### src/hw/msbp_pkg.sv
// package for the mode select and block programming register bank
// assumes a 16-bit register port and a frame pulse from switch timing
`default_nettype none
package msbp_pkg;
  // register offsets (word index on the register port)
  localparam logic [3:0] ADDR_MODE    = 4'h0;
  localparam logic [3:0] ADDR_CTRL    = 4'h1;
  localparam logic [3:0] ADDR_STATUS  = 4'h2;
  // mode register field positions
  localparam int BIT_START        = 0;
  localparam int BIT_FILL_LO      = 1;
  localparam int BIT_TX_EN        = 4;
  localparam int BIT_RX_EN        = 5;
  localparam int BIT_LOW_BIDIR    = 6;
  localparam int BIT_HIGH_BIDIR   = 7;
  localparam int BIT_PULL_DOWN_EN = 8;
  // control register field position
  localparam int BIT_BP_EN    = 0;
  // reset values and mode register write mask
  localparam logic [15:0] MODE_RESET = 16'h0000;
  localparam logic [15:0] CTRL_RESET = 16'h0000;
  localparam logic [15:0] MODE_WMASK = 16'h01ff;
  // frames needed to fill the connection memory
  localparam logic [1:0] FILL_FRAMES = 2'h2;
  // connection memory geometry
  localparam int CM_AW = 12;
  localparam int CM_DW = 32;

  typedef struct packed {
    logic              we;
    logic [CM_AW-1:0]  addr;
    logic [CM_DW-1:0]  data;
  } msbp_cm_wr_t;

  typedef enum logic [2:0] {
    ST_IDLE = 3'b001,
    ST_FILL = 3'b010,
    ST_DONE = 3'b100
  } msbp_state_t;
endpackage
`default_nettype wire

### src/hw/msbp_cm_writer.sv
// connection memory write stage: registers one fill write per cycle
// assumes the memory accepts one write per clock
`default_nettype none
module msbp_cm_writer #(
  parameter int AW = 12
) (
  input  wire logic                  clk,
  input  wire logic                  reset,
  input  wire logic                  wr_en,
  input  wire logic [AW-1:0]         wr_addr,
  input  wire logic [2:0]            fill,
  output var  msbp_pkg::msbp_cm_wr_t cm_wr
);
  msbp_pkg::msbp_cm_wr_t next_cm_wr;

  // =====================================
  // word build
  always_comb begin
    next_cm_wr.we   = wr_en;
    next_cm_wr.addr = wr_addr;
    // high word and low bits 15..3 zero, fill in low bits 2..0
    next_cm_wr.data = {29'h0000000, fill};
  end

  always_ff @(posedge clk or posedge reset) begin
    if (reset) begin
      cm_wr <= '0;
    end else begin
      cm_wr <= next_cm_wr;
    end
  end

  chk_fill_data: assert property (@(posedge clk) disable iff (reset)
    cm_wr.we |-> cm_wr.data[31:3] == 29'h0000000)
    else $error("fill word upper bits not zero");
  chk_fill_value: assert property (@(posedge clk) disable iff (reset)
    wr_en |=> cm_wr.data[2:0] == $past(fill))
    else $error("fill value not written");
endmodule
`default_nettype wire

### src/hw/msbp_top.sv
// mode select register with connection memory block programming
// assumes frame_start pulses one cycle per frame, synchronous to clk
//
// Behaviour
// - transmitter master enable low disables every prbs transmitter.
// - block programming writes the fill value to low word bits 2..0 of every location.
// - block programming clears low word bits 15..3 and the whole high word.
// - programming runs only while both the enable bit and start bit are high.
// - a zero to one change of the start bit launches programming from idle.
// - the fill runs from launch to the second frame pulse once enabled.
// - the start bit clears itself when programming completes.
// - clearing start or enable while start is high aborts programming.
`default_nettype none
module msbp_top #(
  parameter int AW = 12
) (
  input  wire logic                  clk,
  input  wire logic                  reset,
  input  wire logic [3:0]            reg_addr,
  input  wire logic [15:0]           reg_wdata,
  input  wire logic                  reg_wr,
  input  wire logic                  reg_rd,
  output logic      [15:0]           reg_rdata,
  input  wire logic                  frame_start,
  input  wire logic [15:0]           low_streams_in,
  output logic      [15:0]           low_streams_sampled,
  output logic                       low_streams_bidir,
  output logic                       prbs_receiver_master_enable,
  output logic                       prbs_transmitter_master_enable,
  output logic                       bp_busy,
  output var  msbp_pkg::msbp_cm_wr_t cm_wr
);
  logic [15:0]           internal_mode_select;
  logic [15:0]           next_internal_mode_select;
  logic                  block_program_enable;
  logic                  next_block_program_enable;
  msbp_pkg::msbp_state_t state;
  msbp_pkg::msbp_state_t next_state;
  logic [1:0]            frames;
  logic [1:0]            next_frames;
  logic [AW-1:0]         addr;
  logic [AW-1:0]         next_addr;
  logic [15:0]           next_rdata;
  logic [15:0]           next_sampled;
  logic                  wr_mode;
  logic                  start_rise;
  logic                  abort;
  logic                  fill_en;
  logic                  complete;
  logic [1:0]            frames_seen;
  logic [1:0]            next_frames_seen;

  assign wr_mode = reg_wr && (reg_addr == msbp_pkg::ADDR_MODE);
  // rising edge of start from a register write
  assign start_rise = wr_mode && reg_wdata[msbp_pkg::BIT_START]
                      && !internal_mode_select[msbp_pkg::BIT_START];
  assign fill_en = (state == msbp_pkg::ST_FILL) && block_program_enable;
  assign complete = fill_en && frame_start && (frames == msbp_pkg::FILL_FRAMES - 2'h1);

  // =====================================
  // register file
  always_comb begin
    next_internal_mode_select = internal_mode_select;
    next_block_program_enable = block_program_enable;
    if (wr_mode) begin
      // start and fill taken in one write
      next_internal_mode_select = reg_wdata & msbp_pkg::MODE_WMASK;
    end
    if (reg_wr && reg_addr == msbp_pkg::ADDR_CTRL) begin
      next_block_program_enable = reg_wdata[msbp_pkg::BIT_BP_EN];
    end
    // completion clear wins over a software write of start
    if (complete) begin
      next_internal_mode_select[msbp_pkg::BIT_START] = 1'b0; // self clear
    end
  end

  always_ff @(posedge clk or posedge reset) begin
    if (reset) begin
      internal_mode_select <= msbp_pkg::MODE_RESET;
      block_program_enable <= msbp_pkg::CTRL_RESET[0];
    end else begin
      internal_mode_select <= next_internal_mode_select;
      block_program_enable <= next_block_program_enable;
    end
  end

  // =====================================
  // programming sequencer
  // abort when software drops start or enable mid run
  assign abort = (state == msbp_pkg::ST_FILL) &&
                 (!next_internal_mode_select[msbp_pkg::BIT_START] && !complete ||
                  !next_block_program_enable);

  always_comb begin
    next_state  = state;
    next_frames = frames;
    next_addr   = addr;
    case (state)
      msbp_pkg::ST_IDLE: begin
        next_frames = 2'h0;
        next_addr   = '0;
        if (start_rise) begin
          next_state = msbp_pkg::ST_FILL;
        end
      end
      msbp_pkg::ST_FILL: begin
        if (abort) begin
          next_state = msbp_pkg::ST_IDLE;
        end else if (complete) begin
          next_state = msbp_pkg::ST_DONE;
        end else if (fill_en) begin
          next_addr = addr + 1'b1;
          if (frame_start) begin
            next_frames = frames + 2'h1; // count whole frames
          end
        end
      end
      msbp_pkg::ST_DONE: begin
        next_state = msbp_pkg::ST_IDLE;
      end
      default: begin
        next_state = msbp_pkg::ST_IDLE;
      end
    endcase
  end

  always_ff @(posedge clk or posedge reset) begin
    if (reset) begin
      state  <= msbp_pkg::ST_IDLE;
      frames <= 2'h0;
      addr   <= '0;
    end else begin
      state  <= next_state;
      frames <= next_frames;
      addr   <= next_addr;
    end
  end

  msbp_cm_writer #(.AW(AW)) u_writer (
    .clk     (clk),
    .reset   (reset),
    .wr_en   (fill_en && !abort),
    .wr_addr (addr),
    .fill    (internal_mode_select[msbp_pkg::BIT_FILL_LO +: 3]),
    .cm_wr   (cm_wr)
  );

  // =====================================
  // read port and mode outputs
  always_comb begin
    next_rdata = 16'h0000;
    if (reg_rd) begin
      case (reg_addr)
        msbp_pkg::ADDR_MODE:   next_rdata = internal_mode_select;
        msbp_pkg::ADDR_CTRL:   next_rdata = {15'h0000, block_program_enable};
        msbp_pkg::ADDR_STATUS: next_rdata = {14'h0000, frames};
        default:               next_rdata = 16'h0000;
      endcase
    end
    // bidir ties dedicated inputs low
    next_sampled = internal_mode_select[msbp_pkg::BIT_LOW_BIDIR] ? 16'h0000 : low_streams_in;
  end

  always_ff @(posedge clk or posedge reset) begin
    if (reset) begin
      reg_rdata                      <= 16'h0000;
      low_streams_sampled            <= 16'h0000;
      low_streams_bidir              <= 1'b0;
      prbs_receiver_master_enable    <= 1'b0;
      prbs_transmitter_master_enable <= 1'b0;
      bp_busy                        <= 1'b0;
    end else begin
      reg_rdata                      <= next_rdata;
      low_streams_sampled            <= next_sampled;
      low_streams_bidir              <= internal_mode_select[msbp_pkg::BIT_LOW_BIDIR];
      prbs_receiver_master_enable    <= internal_mode_select[msbp_pkg::BIT_RX_EN];
      prbs_transmitter_master_enable <= internal_mode_select[msbp_pkg::BIT_TX_EN];
      bp_busy                        <= next_state == msbp_pkg::ST_FILL;
    end
  end

  // =====================================
  // checks
  // frame pulses seen in fill, counted apart from the sequencer
  always_comb begin
    next_frames_seen = frames_seen;
    if (state != msbp_pkg::ST_FILL) begin
      next_frames_seen = 2'h0;
    end else if (frame_start && frames_seen != 2'h3) begin
      next_frames_seen = frames_seen + 2'h1;
    end
  end

  always_ff @(posedge clk or posedge reset) begin
    if (reset) begin
      frames_seen <= 2'h0;
    end else begin
      frames_seen <= next_frames_seen;
    end
  end

  chk_bidir_tie: assert property (@(posedge clk) disable iff (reset)
    internal_mode_select[msbp_pkg::BIT_LOW_BIDIR] |=> low_streams_sampled == 16'h0000)
    else $error("low streams not tied low");
  chk_rx_enable: assert property (@(posedge clk) disable iff (reset)
    !internal_mode_select[msbp_pkg::BIT_RX_EN] |=> !prbs_receiver_master_enable)
    else $error("receivers enabled while master off");
  chk_tx_enable: assert property (@(posedge clk) disable iff (reset)
    !internal_mode_select[msbp_pkg::BIT_TX_EN] |=> !prbs_transmitter_master_enable)
    else $error("transmitters enabled while master off");
  chk_needs_enable: assert property (@(posedge clk) disable iff (reset)
    u_writer.wr_en |-> block_program_enable && internal_mode_select[msbp_pkg::BIT_START])
    else $error("fill write without enable and start");
  chk_start_launch: assert property (@(posedge clk) disable iff (reset)
    start_rise && state == msbp_pkg::ST_IDLE |=> state == msbp_pkg::ST_FILL)
    else $error("start edge did not launch");
  chk_two_frames: assert property (@(posedge clk) disable iff (reset)
    state == msbp_pkg::ST_FILL && next_state == msbp_pkg::ST_DONE
    |-> frames_seen == 2'h1 && frame_start)
    else $error("fill did not span two frames");
  chk_self_clear: assert property (@(posedge clk) disable iff (reset)
    complete |=> !internal_mode_select[msbp_pkg::BIT_START] && state == msbp_pkg::ST_DONE)
    else $error("start not cleared on completion");
  chk_abort_stop: assert property (@(posedge clk) disable iff (reset)
    state == msbp_pkg::ST_FILL && !next_block_program_enable
    |=> state == msbp_pkg::ST_IDLE ##1 !cm_wr.we)
    else $error("abort did not stop programming");
  chk_abort_start: assert property (@(posedge clk) disable iff (reset)
    state == msbp_pkg::ST_FILL && !complete
    && !next_internal_mode_select[msbp_pkg::BIT_START]
    |=> state == msbp_pkg::ST_IDLE && !cm_wr.we)
    else $error("start clear did not abort programming");
endmodule
`default_nettype wire

### config.mk
export PLATFORM = sky130hd
export DESIGN_NAME = msbp_top
export DESIGN_NICKNAME = d
export VERILOG_FILES = /design/src/hw/msbp_pkg.sv /design/src/hw/msbp_cm_writer.sv /design/src/hw/msbp_top.sv
export SDC_FILE = /design/constraint.sdc
export NUM_CORES = 1
export LEC_CHECK = 0
export ABC_AREA = 1
export ABC_CLOCK_PERIOD_IN_PS = 2700
export BUFFER_PORTS_ARGS = -buffer_cell sky130_fd_sc_hd__buf_2
export CORE_UTILIZATION = 30
export DETAILED_ROUTE_END_ITERATION = 8
export SLEW_MARGIN = 10
export SYNTH_ARGS = -nofsm -noshare
export SYNTH_HDL_FRONTEND = slang
export SYNTH_SLANG_ARGS = --single-unit
export TNS_END_PERCENT = 50
### constraint.sdc
create_clock -name clk -period 2.7 [get_ports clk]
set_clock_uncertainty 0.15 [all_clocks]
set_input_delay 0.135 -clock clk [delete_from_list [all_inputs] [get_ports clk]]
set_output_delay 0.135 -clock clk [all_outputs]
set_load 0.02 [all_outputs]
# Yosys cells after proc, flatten, opt, wreduce, memory -nomap -nowiden

Cells that the tools add are included.

$add $sub $neg: 2
Eq/ne operators: 10
Muxes and demuxes: 19
Reductions and logical operators: 20

Operators with widths:

| operator                                                         | number |
|---|---|
| 12-bit 2-to-1 mux                                                | 3 |
| 9-bit one-hot mux with 3 select lines                            | 1 |
| 12-bit one-hot mux with 2 select lines                           | 1 |
| 16-bit 2-to-1 mux                                                | 1 |
| 12-bit by 1-bit adder with 12-bit output (second input constant) | 1 |
| 1-bit logical AND                                                | 10 |
| 3-bit 2-to-1 mux                                                 | 3 |
| 9-bit 2-to-1 mux                                                 | 1 |
| 2-bit 2-to-1 mux                                                 | 4 |
| 2-bit inequality test (second input constant)                    | 4 |
| 3-bit by 2-bit == test with 1-bit output (second input constant) | 2 |
| 3-bit one-hot mux with 2 select lines                            | 1 |
| 1-bit logical NOT                                                | 5 |
| 5-bit AND reduction                                              | 1 |
| 4-bit by 1-bit == test with 1-bit output (second input constant) | 1 |
| 4-bit by 2-bit == test with 1-bit output (second input constant) | 1 |
| 4-bit logical NOT                                                | 1 |
| 2-bit one-hot mux with 2 select lines                            | 1 |
| 4-bit AND reduction                                              | 1 |
| 3-bit by 1-bit == test with 1-bit output (second input constant) | 1 |
| 1-bit 2-to-1 mux                                                 | 3 |
| 2-bit by 1-bit adder with 2-bit output (second input constant)   | 1 |
| 2-bit by 1-bit == test with 1-bit output (second input constant) | 1 |
| 2-bit nonzero test                                               | 1 |
| 1-bit logical OR                                                 | 1 |

Flip-flop bits (word level): 79
Bits of input ports: 41
Output and inout port bits: 81
Word-level logic and storage cells: 66

# Depth between registers and ports, before layout

Gate-level depths: netlist of run 1.

Depth after elaboration: 12
Mapped depth: 11
Depth with buffers taken out: 10

# Cells and area by module

Synthesis of run 1 repeated with hierarchy kept, for this count alone.

Cells, all modules: 323
Area, all modules: 3230.6 um^2

Modules (own cells, without submodules):

| module         | instances | cells each | area an instance (um^2) | seq. area each (um^2) |
|---|---|---|---|---|
| msbp_top       | 1         | 276        | 2605.0                  | 1402.6 |
| msbp_cm_writer | 1         | 47         | 625.6                   | 400.4 |

# Worst setup path before layout of run 1

Ideal clock, no wire load.

Kind: flip-flop to flip-flop
From: register frames[1]
To: register addr[7]
Arrival: 1.321 ns
Data required time: 2.432 ns
Path slack: 1.111 ns
Cell stages (with the launch flop): 11
Path buffers: 1
Clock period less this slack: 1.589 ns
Cells stage by stage: dfrtp_1 > inv_1 > ha_1 > nand2_1 > nor2_1 > nand3_2 > nand3_4 > nand2_4 > buf_12 > nand2_2 > o21ai_2

Word-level cells in the longest chain between the ends: 9

RTL lines:

| what                                         | RTL line        | text |
|---|---|---|
| from (decl)                                  | msbp_top.sv:39  | `logic [1:0] frames;` |
| from (signal assigned)                       | msbp_top.sv:135 | `frames <= next_frames;` |
| 2-bit by 1-bit == test with 1-bit output (*) | msbp_top.sv:58  | `assign complete = fill_en && frame_start && (frames == msbp_pkg::FILL_FRAMES - 2'h1);` |
| 1-bit logical AND (*)                        | msbp_top.sv:58  |  |
| 1-bit 2-to-1 mux                             | msbp_top.sv:73  | `if (complete) begin` |
| 1-bit logical NOT                            | msbp_top.sv:92  | `(!next_internal_mode_select[msbp_pkg::BIT_START] && !complete \|\|` |
| 1-bit logical AND                            | msbp_top.sv:92  |  |
| 1-bit logical OR                             | msbp_top.sv:92  |  |
| 1-bit logical AND                            | msbp_top.sv:91  | `assign abort = (state == msbp_pkg::ST_FILL) &&` |
| 2-bit inequality test (no source line)       | --              |  |
| 4-bit AND reduction (no source line) (*)     | --              |  |
| to (signal assigned)                         | msbp_top.sv:136 | `addr <= next_addr;` |
| to (decl)                                    | msbp_top.sv:41  | `logic [AW-1:0] addr;` |

Every way passes the cells marked *; elsewhere a longest branch is shown, timed or not.
A chain may end at the register's enable or synchronous reset.

# Final worst setup path of run 1

From: register state[2]
To: register addr[10]

Word-level cells in the longest chain between the ends: 11

RTL lines:

| what                                     | RTL line                                       | text |
|---|---|---|
| from (decl)                              | msbp_top.sv:37                                 | `msbp_pkg::msbp_state_t state;` |
| from (signal assigned)                   | msbp_top.sv:130                                | `state <= msbp_pkg::ST_IDLE;` |
| from (signal assigned)                   | msbp_top.sv:134                                | `state <= next_state;` |
| 3-bit by 2-bit == test with 1-bit output | msbp_top.sv:57, msbp_top.sv:91, msbp_top.sv:99 |  |
| 1-bit logical AND                        | msbp_top.sv:57                                 | `assign fill_en = (state == msbp_pkg::ST_FILL) && block_program_enable;` |
| 1-bit logical AND (2 in a row)           | msbp_top.sv:58                                 |  |
| 1-bit 2-to-1 mux                         | msbp_top.sv:73                                 |  |
| 1-bit logical NOT                        | msbp_top.sv:92                                 |  |
| 1-bit logical AND                        | msbp_top.sv:92                                 |  |
| 1-bit logical OR                         | msbp_top.sv:92                                 |  |
| 1-bit logical AND                        | msbp_top.sv:91                                 |  |
| 2-bit inequality test (no source line)   | --                                             |  |
| 4-bit AND reduction (no source line)     | --                                             |  |

Several ways; a longest one is shown, not always the timed one.

==> reports/metrics.yaml, run 1 <==
layout:
  final_layout_fill_cell_count: 1014
  count_of_inserted_antenna_diode_cells: 0
  drive_gt1_share_pct: 31.7
  layout.nets: 480
  multi_input_logic_area_um2: 1070
  seq_area_um2: 1800
  post-route-util_pct: 39.8
  area_growth_syn_to_layout_pct: 28.2
yosys:
  synth_edf_count: 0
  ys_warn_count: 0
  asyncSetResetFlopFracSynth_pct: 100
  yosysUniqueCellTypes: 33
  synth_sequential_area_ratio_pct: 56.0
  synthAdderAreaFrac_pct: 0.778
  synth_compound_gate_area_share_pct: 7.27
  synth_mux_area_share_pct: 0
  cells_after_synth: 325
  dominant_combinational_cell_family_by_area_after_synthesis: "simple AND/OR/NAND/NOR gates"
  syn-cell-area_um2: 3220
  synth_seq_cells: 72
  syn_area_per_cell_um2: 9.90
  synth_ff_type: "sky130_fd_sc_hd__dfrtp_1"
  post_synth_xor_xnor_area_pct: 0.272
  basic_gate_share_of_the_synthesized_area_counting_and_or_nand_and_nor_cells_pct: 20.6
critical_path:
  crit_path_max_incr_delay_ns: 0.38
  cp_common_cell: "sky130_fd_sc_hd__o21ai_2"
  cp_max_fo: 24
  timing.critical_path.required_ns: 2.77
  timing.critical_path.to_type: "flip-flop"
  crit_path_start_kind: "flip-flop"
  criticalPathCategory: "flip-flop to flip-flop"
  kind_of_cell_with_the_highest_combined_delay_on_the_critical_path: "simple AND/OR/NAND/NOR gates"
  critPathBufInv: 1
  timing.critical_path.cells: "nor2_2, nand2_2, inv_2, o21ai_2, a21oi_4, nand2_4, nand2_1, o21ai_2"
  arrival_ns: 2.01
  crit_path_top_delay_cell: "sky130_fd_sc_hd__dfrtp_1"
floorplanning:
  boundaryPins: 122
  rows: 37
  initial_core_util_pct: 31.0
  core_area_um2: 10400
  die_width_um: 106
  die_height_um: 106
  die-area_um2: 11100
cts:
  clk_root_buffer_cell: "sky130_fd_sc_hd__clkbuf_8"
  cts_buffers: 9
  clock_latency_on_the_worst_skew_pair_ns: 0.33
  h_tree_lvl_count: 3
  worst_setup_hold_path_clk_slew_ns: 0.07
  postCtsSetupBuffers: 0
  cts_tree: "done"
  count_of_clock_tree_sinks: 72
  max-clock-path-buffers: 2
placed_design:
  place_worst_setup_slack_ns: 0.738
  place.detailed.hpwl_um: 4030
  io_buffer_count: 78
  routabilityCongestion: 0.741
sta:
  grt_setup_unrepaired: "false"
  fin_ws_ns: 0.756
  timing_worst_slew_pin_value_ns: 0.742
  sum_of_negative_setup_slack_ns: 0
  max_freq_mhz: 514
  slew_headroom_pct: 50.5
  report.final.hold_viol_count: 0
  maxSlewViolCount: 0
  setup_viol: 0
  final_min_period_over_clock_period_pct: 72.0
  final_critical_path_required_period_ns: 1.94
power_and_ir_drop:
  power-per-cell-area_nw_per_um2: 615
  fin_total_pwr_w: 0.00254
  max-vdd-ir-drop_mv: 0.290
  leakage_power_figure_nw: 2.20
worst_hold_path:
  worst_hold_path_type: "primary input to flip-flop"
drt:
  drc_errors: 0
  detailroute.via_count: 2341
  post_detailed_route_wirelength_per_cell_um: 10.4
  wl_um: 6010
  1st_iter_drt_viols: 81
  detail-route-antenna-nets: 0
  firstDrtPassIters: 4
  via_per_inst: 4.05
global_routing:
  grt_usage_pct: 11.2
  global_route.overflow_total: 0
  grt_pass1_wl_um: 9830
  via_count_of_the_first_global_routing_pass: 2191
  antenna_violations_before_repair: 0
  grt_start_max_net_pins: 38
status:
  outcome: "finished, final reports clean"
job:
  cap_viol_max_count: 0
[power by group]
part	switching (W)	internal [W]	total [W]
sequential	0.0000486	0.00117	0.00122
clock	0.000389	0.000573	0.000962
combinational	0.000236	0.000120	0.000357
total	0.000674	0.00186	0.00254
[cells in the mapped netlist (3+ instances only)]
cell	instances	area share, %
sky130_fd_sc_hd__nand4_1	10	1.9
sky130_fd_sc_hd__buf_4	36	8.4
sky130_fd_sc_hd__a21oi_1	3	0.47
sky130_fd_sc_hd__nor2_1	31	3.6
sky130_fd_sc_hd__dfrtp_1	71	55
sky130_fd_sc_hd__nand2_2	12	2.3
sky130_fd_sc_hd__inv_1	40	4.7
sky130_fd_sc_hd__o21bai_1	3	0.70
sky130_fd_sc_hd__clkbuf_1	4	0.47
sky130_fd_sc_hd__or2_2	3	0.58
sky130_fd_sc_hd__nand3_1	17	2.6
sky130_fd_sc_hd__o21ai_2	13	3.5
sky130_fd_sc_hd__nand2_1	44	5.1
sky130_fd_sc_hd__o21ai_0	10	1.6
sky130_fd_sc_hd__nand3_2	3	0.93
[worst register-to-register path: stages, from the launching register on]
cell and delay (ns):
sky130_fd_sc_hd__dfrtp_1 0.38, sky130_fd_sc_hd__nor2_2 0.14, sky130_fd_sc_hd__nand2_2 0.09, sky130_fd_sc_hd__inv_2 0.25, sky130_fd_sc_hd__o21ai_2 0.15, sky130_fd_sc_hd__a21oi_4 0.22
sky130_fd_sc_hd__nand2_4 0.24, sky130_fd_sc_hd__nand2_1 0.15, sky130_fd_sc_hd__o21ai_2 0.06
[cells in the final DEF, fill, tap and decap left out]
| master | n |
|---|---|
| sky130_fd_sc_hd__buf_2 | 78 |
| sky130_fd_sc_hd__dfrtp_1 | 71 |
| sky130_fd_sc_hd__nand2_1 | 44 |
| sky130_fd_sc_hd__inv_1 | 39 |
| sky130_fd_sc_hd__conb_1 | 36 |
| sky130_fd_sc_hd__nor2_1 | 31 |
| sky130_fd_sc_hd__dlygate4sd3_1 | 29 |
| sky130_fd_sc_hd__nand3_1 | 17 |
| sky130_fd_sc_hd__o21ai_2 | 13 |
| sky130_fd_sc_hd__nand2_2 | 12 |
| sky130_fd_sc_hd__clkbuf_8 | 11 |
| sky130_fd_sc_hd__nand4_1 | 10 |
| sky130_fd_sc_hd__o21ai_0 | 10 |
| sky130_fd_sc_hd__inv_2 | 3 |
| sky130_fd_sc_hd__nand3_2 | 3 |
| sky130_fd_sc_hd__or2_2 | 3 |
| sky130_fd_sc_hd__o21bai_1 | 3 |
| sky130_fd_sc_hd__a21oi_1 | 3 |
| sky130_fd_sc_hd__nor2_4 | 2 |
| sky130_fd_sc_hd__nor2_2 | 2 |
| sky130_fd_sc_hd__nand2_4 | 2 |
| sky130_fd_sc_hd__nand3b_1 | 2 |
| sky130_fd_sc_hd__nor3_1 | 2 |
| sky130_fd_sc_hd__ha_1 | 2 |
| sky130_fd_sc_hd__bufinv_16 | 2 |
| sky130_fd_sc_hd__buf_4 | 2 |
| sky130_fd_sc_hd__nand3_4 | 1 |
| sky130_fd_sc_hd__a21oi_4 | 1 |
| sky130_fd_sc_hd__a21boi_0 | 1 |
| sky130_fd_sc_hd__nor3_2 | 1 |
| sky130_fd_sc_hd__a31o_2 | 1 |
| sky130_fd_sc_hd__xor2_1 | 1 |
| sky130_fd_sc_hd__clkinvlp_4 | 1 |
| sky130_fd_sc_hd__clkinv_4 | 1 |
| sky130_fd_sc_hd__clkbuf_1 | 1 |
| sky130_fd_sc_hd__dfstp_2 | 1 |
[final cells by class]
cell class	instances	area share, %
clock buffer	12	3.76
clock inverter	4	1.85
inverter	42	3.82
multi-input combinational	203	25.8
sequential	72	43.7
tap	136	4.13
timing repair buffer	109	16.9
[flip-flops by register name, summed over array words and instances, names as in the netlist]
register                        count
low_streams_sampled                16
u_writer.cm_wr                     16
addr                               12
internal_mode_select                9
reg_rdata                           9
state                               3
frames                              2
block_program_enable                1
bp_busy                             1
low_streams_bidir                   1
prbs_receiver_master_enable         1
prbs_transmitter_master_enable      1
[final timing paths]
| kind | start | to | slack (ns) | cells past startpoint |
|---|---|---|---|---|
| hold / removal | reg_wr | block_program_enable | 0.03 | 3 |
| setup / recovery | state[2] | addr[10] | 0.76 | 8 |
| max in group asynchronous | reset | reg_rdata[4] | 1.35 | 4 |
| hold reg to reg | internal_mode_select[5] | prbs_receiver_master_enable | 0.23 | 0 |
| setup reg to reg | state[2] | addr[10] | 0.76 | 8 |
| min in group asynchronous | reset | internal_mode_select[6] | 0.32 | 3 |
[through the flow]
| step | instance area, µm² | hold slack [ns] | std cells |
|---|---|---|---|
| 2_1_floorplan | 3350 | 0.0860 | 360 |
| 3_3_place_gp | 3600 | 0.177 | 533 |
| 3_5_place_dp | 3600 | 0.175 | 533 |
| 4_1_cts | 4120 | 0.00944 | 578 |
| 5_1_grt | 4120 | 0.0208 | 578 |
| 6_report | 4120 | 0.0266 | 578 |
[repair_timing]
action / 4_1_cts / 5_1_grt
resized for setup: 0 / 0
hold buffers: 29 / 0
endpoints found under the hold margin: 62 / 0
[cell families after synthesis]
family | count (synthesis)
other | 1
AOI/OAI and AO/OA | 32
DFF | 72
adders and majority gates | 2
and+or+nand+nor | 132
buffers and inverters | 85
xor gates and xnor gates | 1
[metal layers]
| metal | routed length, µm | global-route usage [%] | up-vias |
|---|---|---|---|
| met3 | 454 | 3.28 | 5 |
| met2 | 2890 | 19.5 | 101 |
| met5 | 0 | 0 | - |
| met4 | 67 | 4.17 | 0 |
| met1 | 2600 | 12.9 | 1070 |
| li1 | - | - | 1165 |
No activity file was read; power rests on OpenSTA's default activity.
==> run 2: changes to the inputs <==
--- a/config.mk
+++ b/config.mk
@@ -6,7 +6,7 @@
 export NUM_CORES = 1
 export LEC_CHECK = 0
 export ABC_AREA = 1
-export ABC_CLOCK_PERIOD_IN_PS = 2700
+export ABC_CLOCK_PERIOD_IN_PS = 1800
 export BUFFER_PORTS_ARGS = -buffer_cell sky130_fd_sc_hd__buf_2
 export CORE_UTILIZATION = 30
 export DETAILED_ROUTE_END_ITERATION = 8
==> constraint.sdc (replaced) <==
create_clock -name clk -period 1.8 [get_ports clk]
set_clock_uncertainty 0.15 [all_clocks]
set_input_delay 0.09 -clock clk [delete_from_list [all_inputs] [get_ports clk]]
set_output_delay 0.09 -clock clk [all_outputs]
set_load 0.02 [all_outputs]
==> run 2 against run 1 <==
The flow now finishes with violations (hold timing). Worst hold slack got worse by 0.028 ns. Power is 50% higher. Non-clock buffer count is 15 higher. Wire length up 4.7%. Global-route usage rose by 0.49 points. Register-to-register slack worse by 0.65 ns. Clock power rose by 46%. Final area increased by 3.4%. Fmax grew 15%. Sequential share of layout area shrank 1.4 points. Combinational power increased by 66%. Sequential cell count did not move. Critical endpoint is now addr[8]. Highest routed layer unchanged.
==> reports/metrics.yaml, run 2 (same netlist as run 1, synthesis figures left out) <==
critical_path:
  crit_path_start_kind: "flip-flop"
  cp_max_fo: 24  # unchanged
  criticalPathCategory: "flip-flop to flip-flop"
  timing.critical_path.required_ns: 1.89  # -0.88 ns
  arrival_ns: 1.78  # -0.23 ns
  timing.critical_path.to_type: "flip-flop"
global_routing:
  grt_usage_pct: 11.7  # +0.49 points
  grt_start_max_net_pins: 73  # +92%
  antenna_violations_before_repair: 0  # unchanged
  global_route.overflow_total: 0  # unchanged
  grt_pass1_wl_um: 10200  # +3.9%
  via_count_of_the_first_global_routing_pass: 2288  # +4.4%
drt:
  via_per_inst: 4.12  # +1.8%
  post_detailed_route_wirelength_per_cell_um: 10.6  # +2.0%
  detail-route-antenna-nets: 0  # unchanged
  detailroute.via_count: 2444  # +4.4%
  firstDrtPassIters: 4  # unchanged
  wl_um: 6290  # +4.7%
  1st_iter_drt_viols: 113  # +40%
  drc_errors: 0  # unchanged
floorplanning:
  die-area_um2: 11100  # unchanged
  die_width_um: 106  # unchanged
  die_height_um: 106  # unchanged
  core_area_um2: 10400  # unchanged
  initial_core_util_pct: 31.0  # unchanged
  boundaryPins: 122  # unchanged
  rows: 37  # unchanged
status:
  violations: "hold timing"
  outcome: "complete, but fails checks"
sta:
  maxSlewViolCount: 0  # unchanged
  setup_viol: 0  # unchanged
  finalHoldWorstSlack_ns: -0.00164  # -0.0282 ns
  final_min_period_over_clock_period_pct: 93.9  # +22 points
  final_critical_path_required_period_ns: 1.69  # -0.254 ns
  report.final.hold_viol_count: 1  # +1
  max_freq_mhz: 592  # +15%
power_and_ir_drop:
  leakage_power_figure_nw: 2.27  # +3.2%
  max-vdd-ir-drop_mv: 0.481  # +66%
  power-per-cell-area_nw_per_um2: 891  # +45%
cts:
  worst_setup_hold_path_clk_slew_ns: 0.08  # about the same
  cts_buffers: 9  # unchanged
  clk_root_buffer_cell: "sky130_fd_sc_hd__clkbuf_8"
  count_of_clock_tree_sinks: 72  # unchanged
  clock_latency_on_the_worst_skew_pair_ns: 0.35  # +0.02 ns
  h_tree_lvl_count: 3  # unchanged
  max-clock-path-buffers: 2  # unchanged
  cts_tree: "done"
layout:
  layout.nets: 495  # +3.1%
  post-route-util_pct: 41.1  # +1.3 points
  final_layout_fill_cell_count: 1025  # +1.1%
  final_cell_mix: "78 x sky130_fd_sc_hd__buf_2, 71 x sky130_fd_sc_hd__dfrtp_1, 44 x sky130_fd_sc_hd__nand2_1, 39 x sky130_fd_sc_hd__inv_1, 36 x sky130_fd_sc_hd__conb_1"
  layout.cells.most_common: "sky130_fd_sc_hd__buf_2"
  seq_area_um2: 1800  # unchanged
  finish.instance_area_um2: 4260  # +3.4%
  top_regs: "low_streams_sampled (16), u_writer.cm_wr (16), addr (12)"
  multi_input_logic_area_um2: 1080  # +1.1%
  area_growth_syn_to_layout_pct: 32.5
  drive_gt1_share_pct: 33.3  # +1.6 points
  count_of_inserted_antenna_diode_cells: 0  # unchanged
job:
  cap_viol_max_count: 0  # unchanged
placed_design:
  routabilityCongestion: 0.749  # +1.1%
  io_buffer_count: 78  # unchanged
  placedInstanceArea_um2: 3660  # +1.7%
  place.detailed.hpwl_um: 4000  # -0.69%
worst_hold_path:
  worst_hold_path_type: "primary input to flip-flop"
==> run 2: power by group <==
group	switching (W)	internal, W	leakage [nW]
Combinational	0.000387	0.000206	1.21
Clock	0.000615	0.000788	0.103
Sequential	0.0000513	0.00175	0.953
==> run 2: layer usage <==
layer | wire [µm] | GRT usage [%] | vias to the layer above
met1 | 2810 | 13.9 | 1118
li1 | - | - | 1199
met3 | 468 | 3.53 | 14
met4 | 116 | 5.06 | 0
met5 | 0 | 0 | -
met2 | 2890 | 19.5 | 113
==> run 2: final cells by class <==
type                            instances  share of cell area (%)
Multi-Input combinational cell        203                    25.3
Timing Repair Buffer                  124                    19.5
Inverter                               42                    3.79
Sequential cell                        72                    42.3
Clock inverter                          6                    2.17
Tap cell                              136                    3.99
Clock buffer                           10                    2.99
==> run 2: stage by stage <==
| step | cells | total power (W) | worst slack, ns | setup TNS [ns] |
|---|---|---|---|---|
| floorplan | 360 | 0.00224 | 0.211 | 0 |
| global placement | 539 | 0.00235 | 0.0602 | 0 |
| detailed placement | 539 | 0.00236 | 0.0230 | 0 |
| CTS | 588 | 0.00385 | 0.000798 | 0 |
| global route | 593 | 0.00400 | -0.0262 | -0.0447 |
| finish | 593 | 0.00380 | 0.110 | 0 |
==> run 2: worst paths after layout <==
check / slack (ns) / start / depth (start not counted) / to
max: 0.11 / state[2] / 8 / addr[8]
min: -0.002 / reg_addr[3] / 6 / reg_rdata[1]
max reg2reg: 0.11 / state[2] / 8 / addr[8]
min reg2reg: 0.23 / internal_mode_select[2] / 0 / u_writer.cm_wr[1]
max in group asynchronous: 0.94 / reset / 4 / state[0]
min in group asynchronous: 0.24 / reset / 4 / internal_mode_select[8]
==> run 2: worst max-delay path, cell delays in order (launching register included) <==
cell and delay [ns]:
sky130_fd_sc_hd__dfrtp_1 0.38, sky130_fd_sc_hd__nor2_2 0.14, sky130_fd_sc_hd__nand2_2 0.10, sky130_fd_sc_hd__inv_2 0.11, sky130_fd_sc_hd__o21ai_2 0.09, sky130_fd_sc_hd__a21oi_4 0.25
sky130_fd_sc_hd__nand2_8 0.18, sky130_fd_sc_hd__nand2_1 0.12, sky130_fd_sc_hd__o21ai_2 0.05
==> run 2: timing repair <==
item / CTS / global route
resized for setup: 0 / 2
buffers inserted: 0 / 5
hold buffers: 33 / 0
hold endpoints to repair: 101 / 0
setup endpoints to repair: 0 / 14
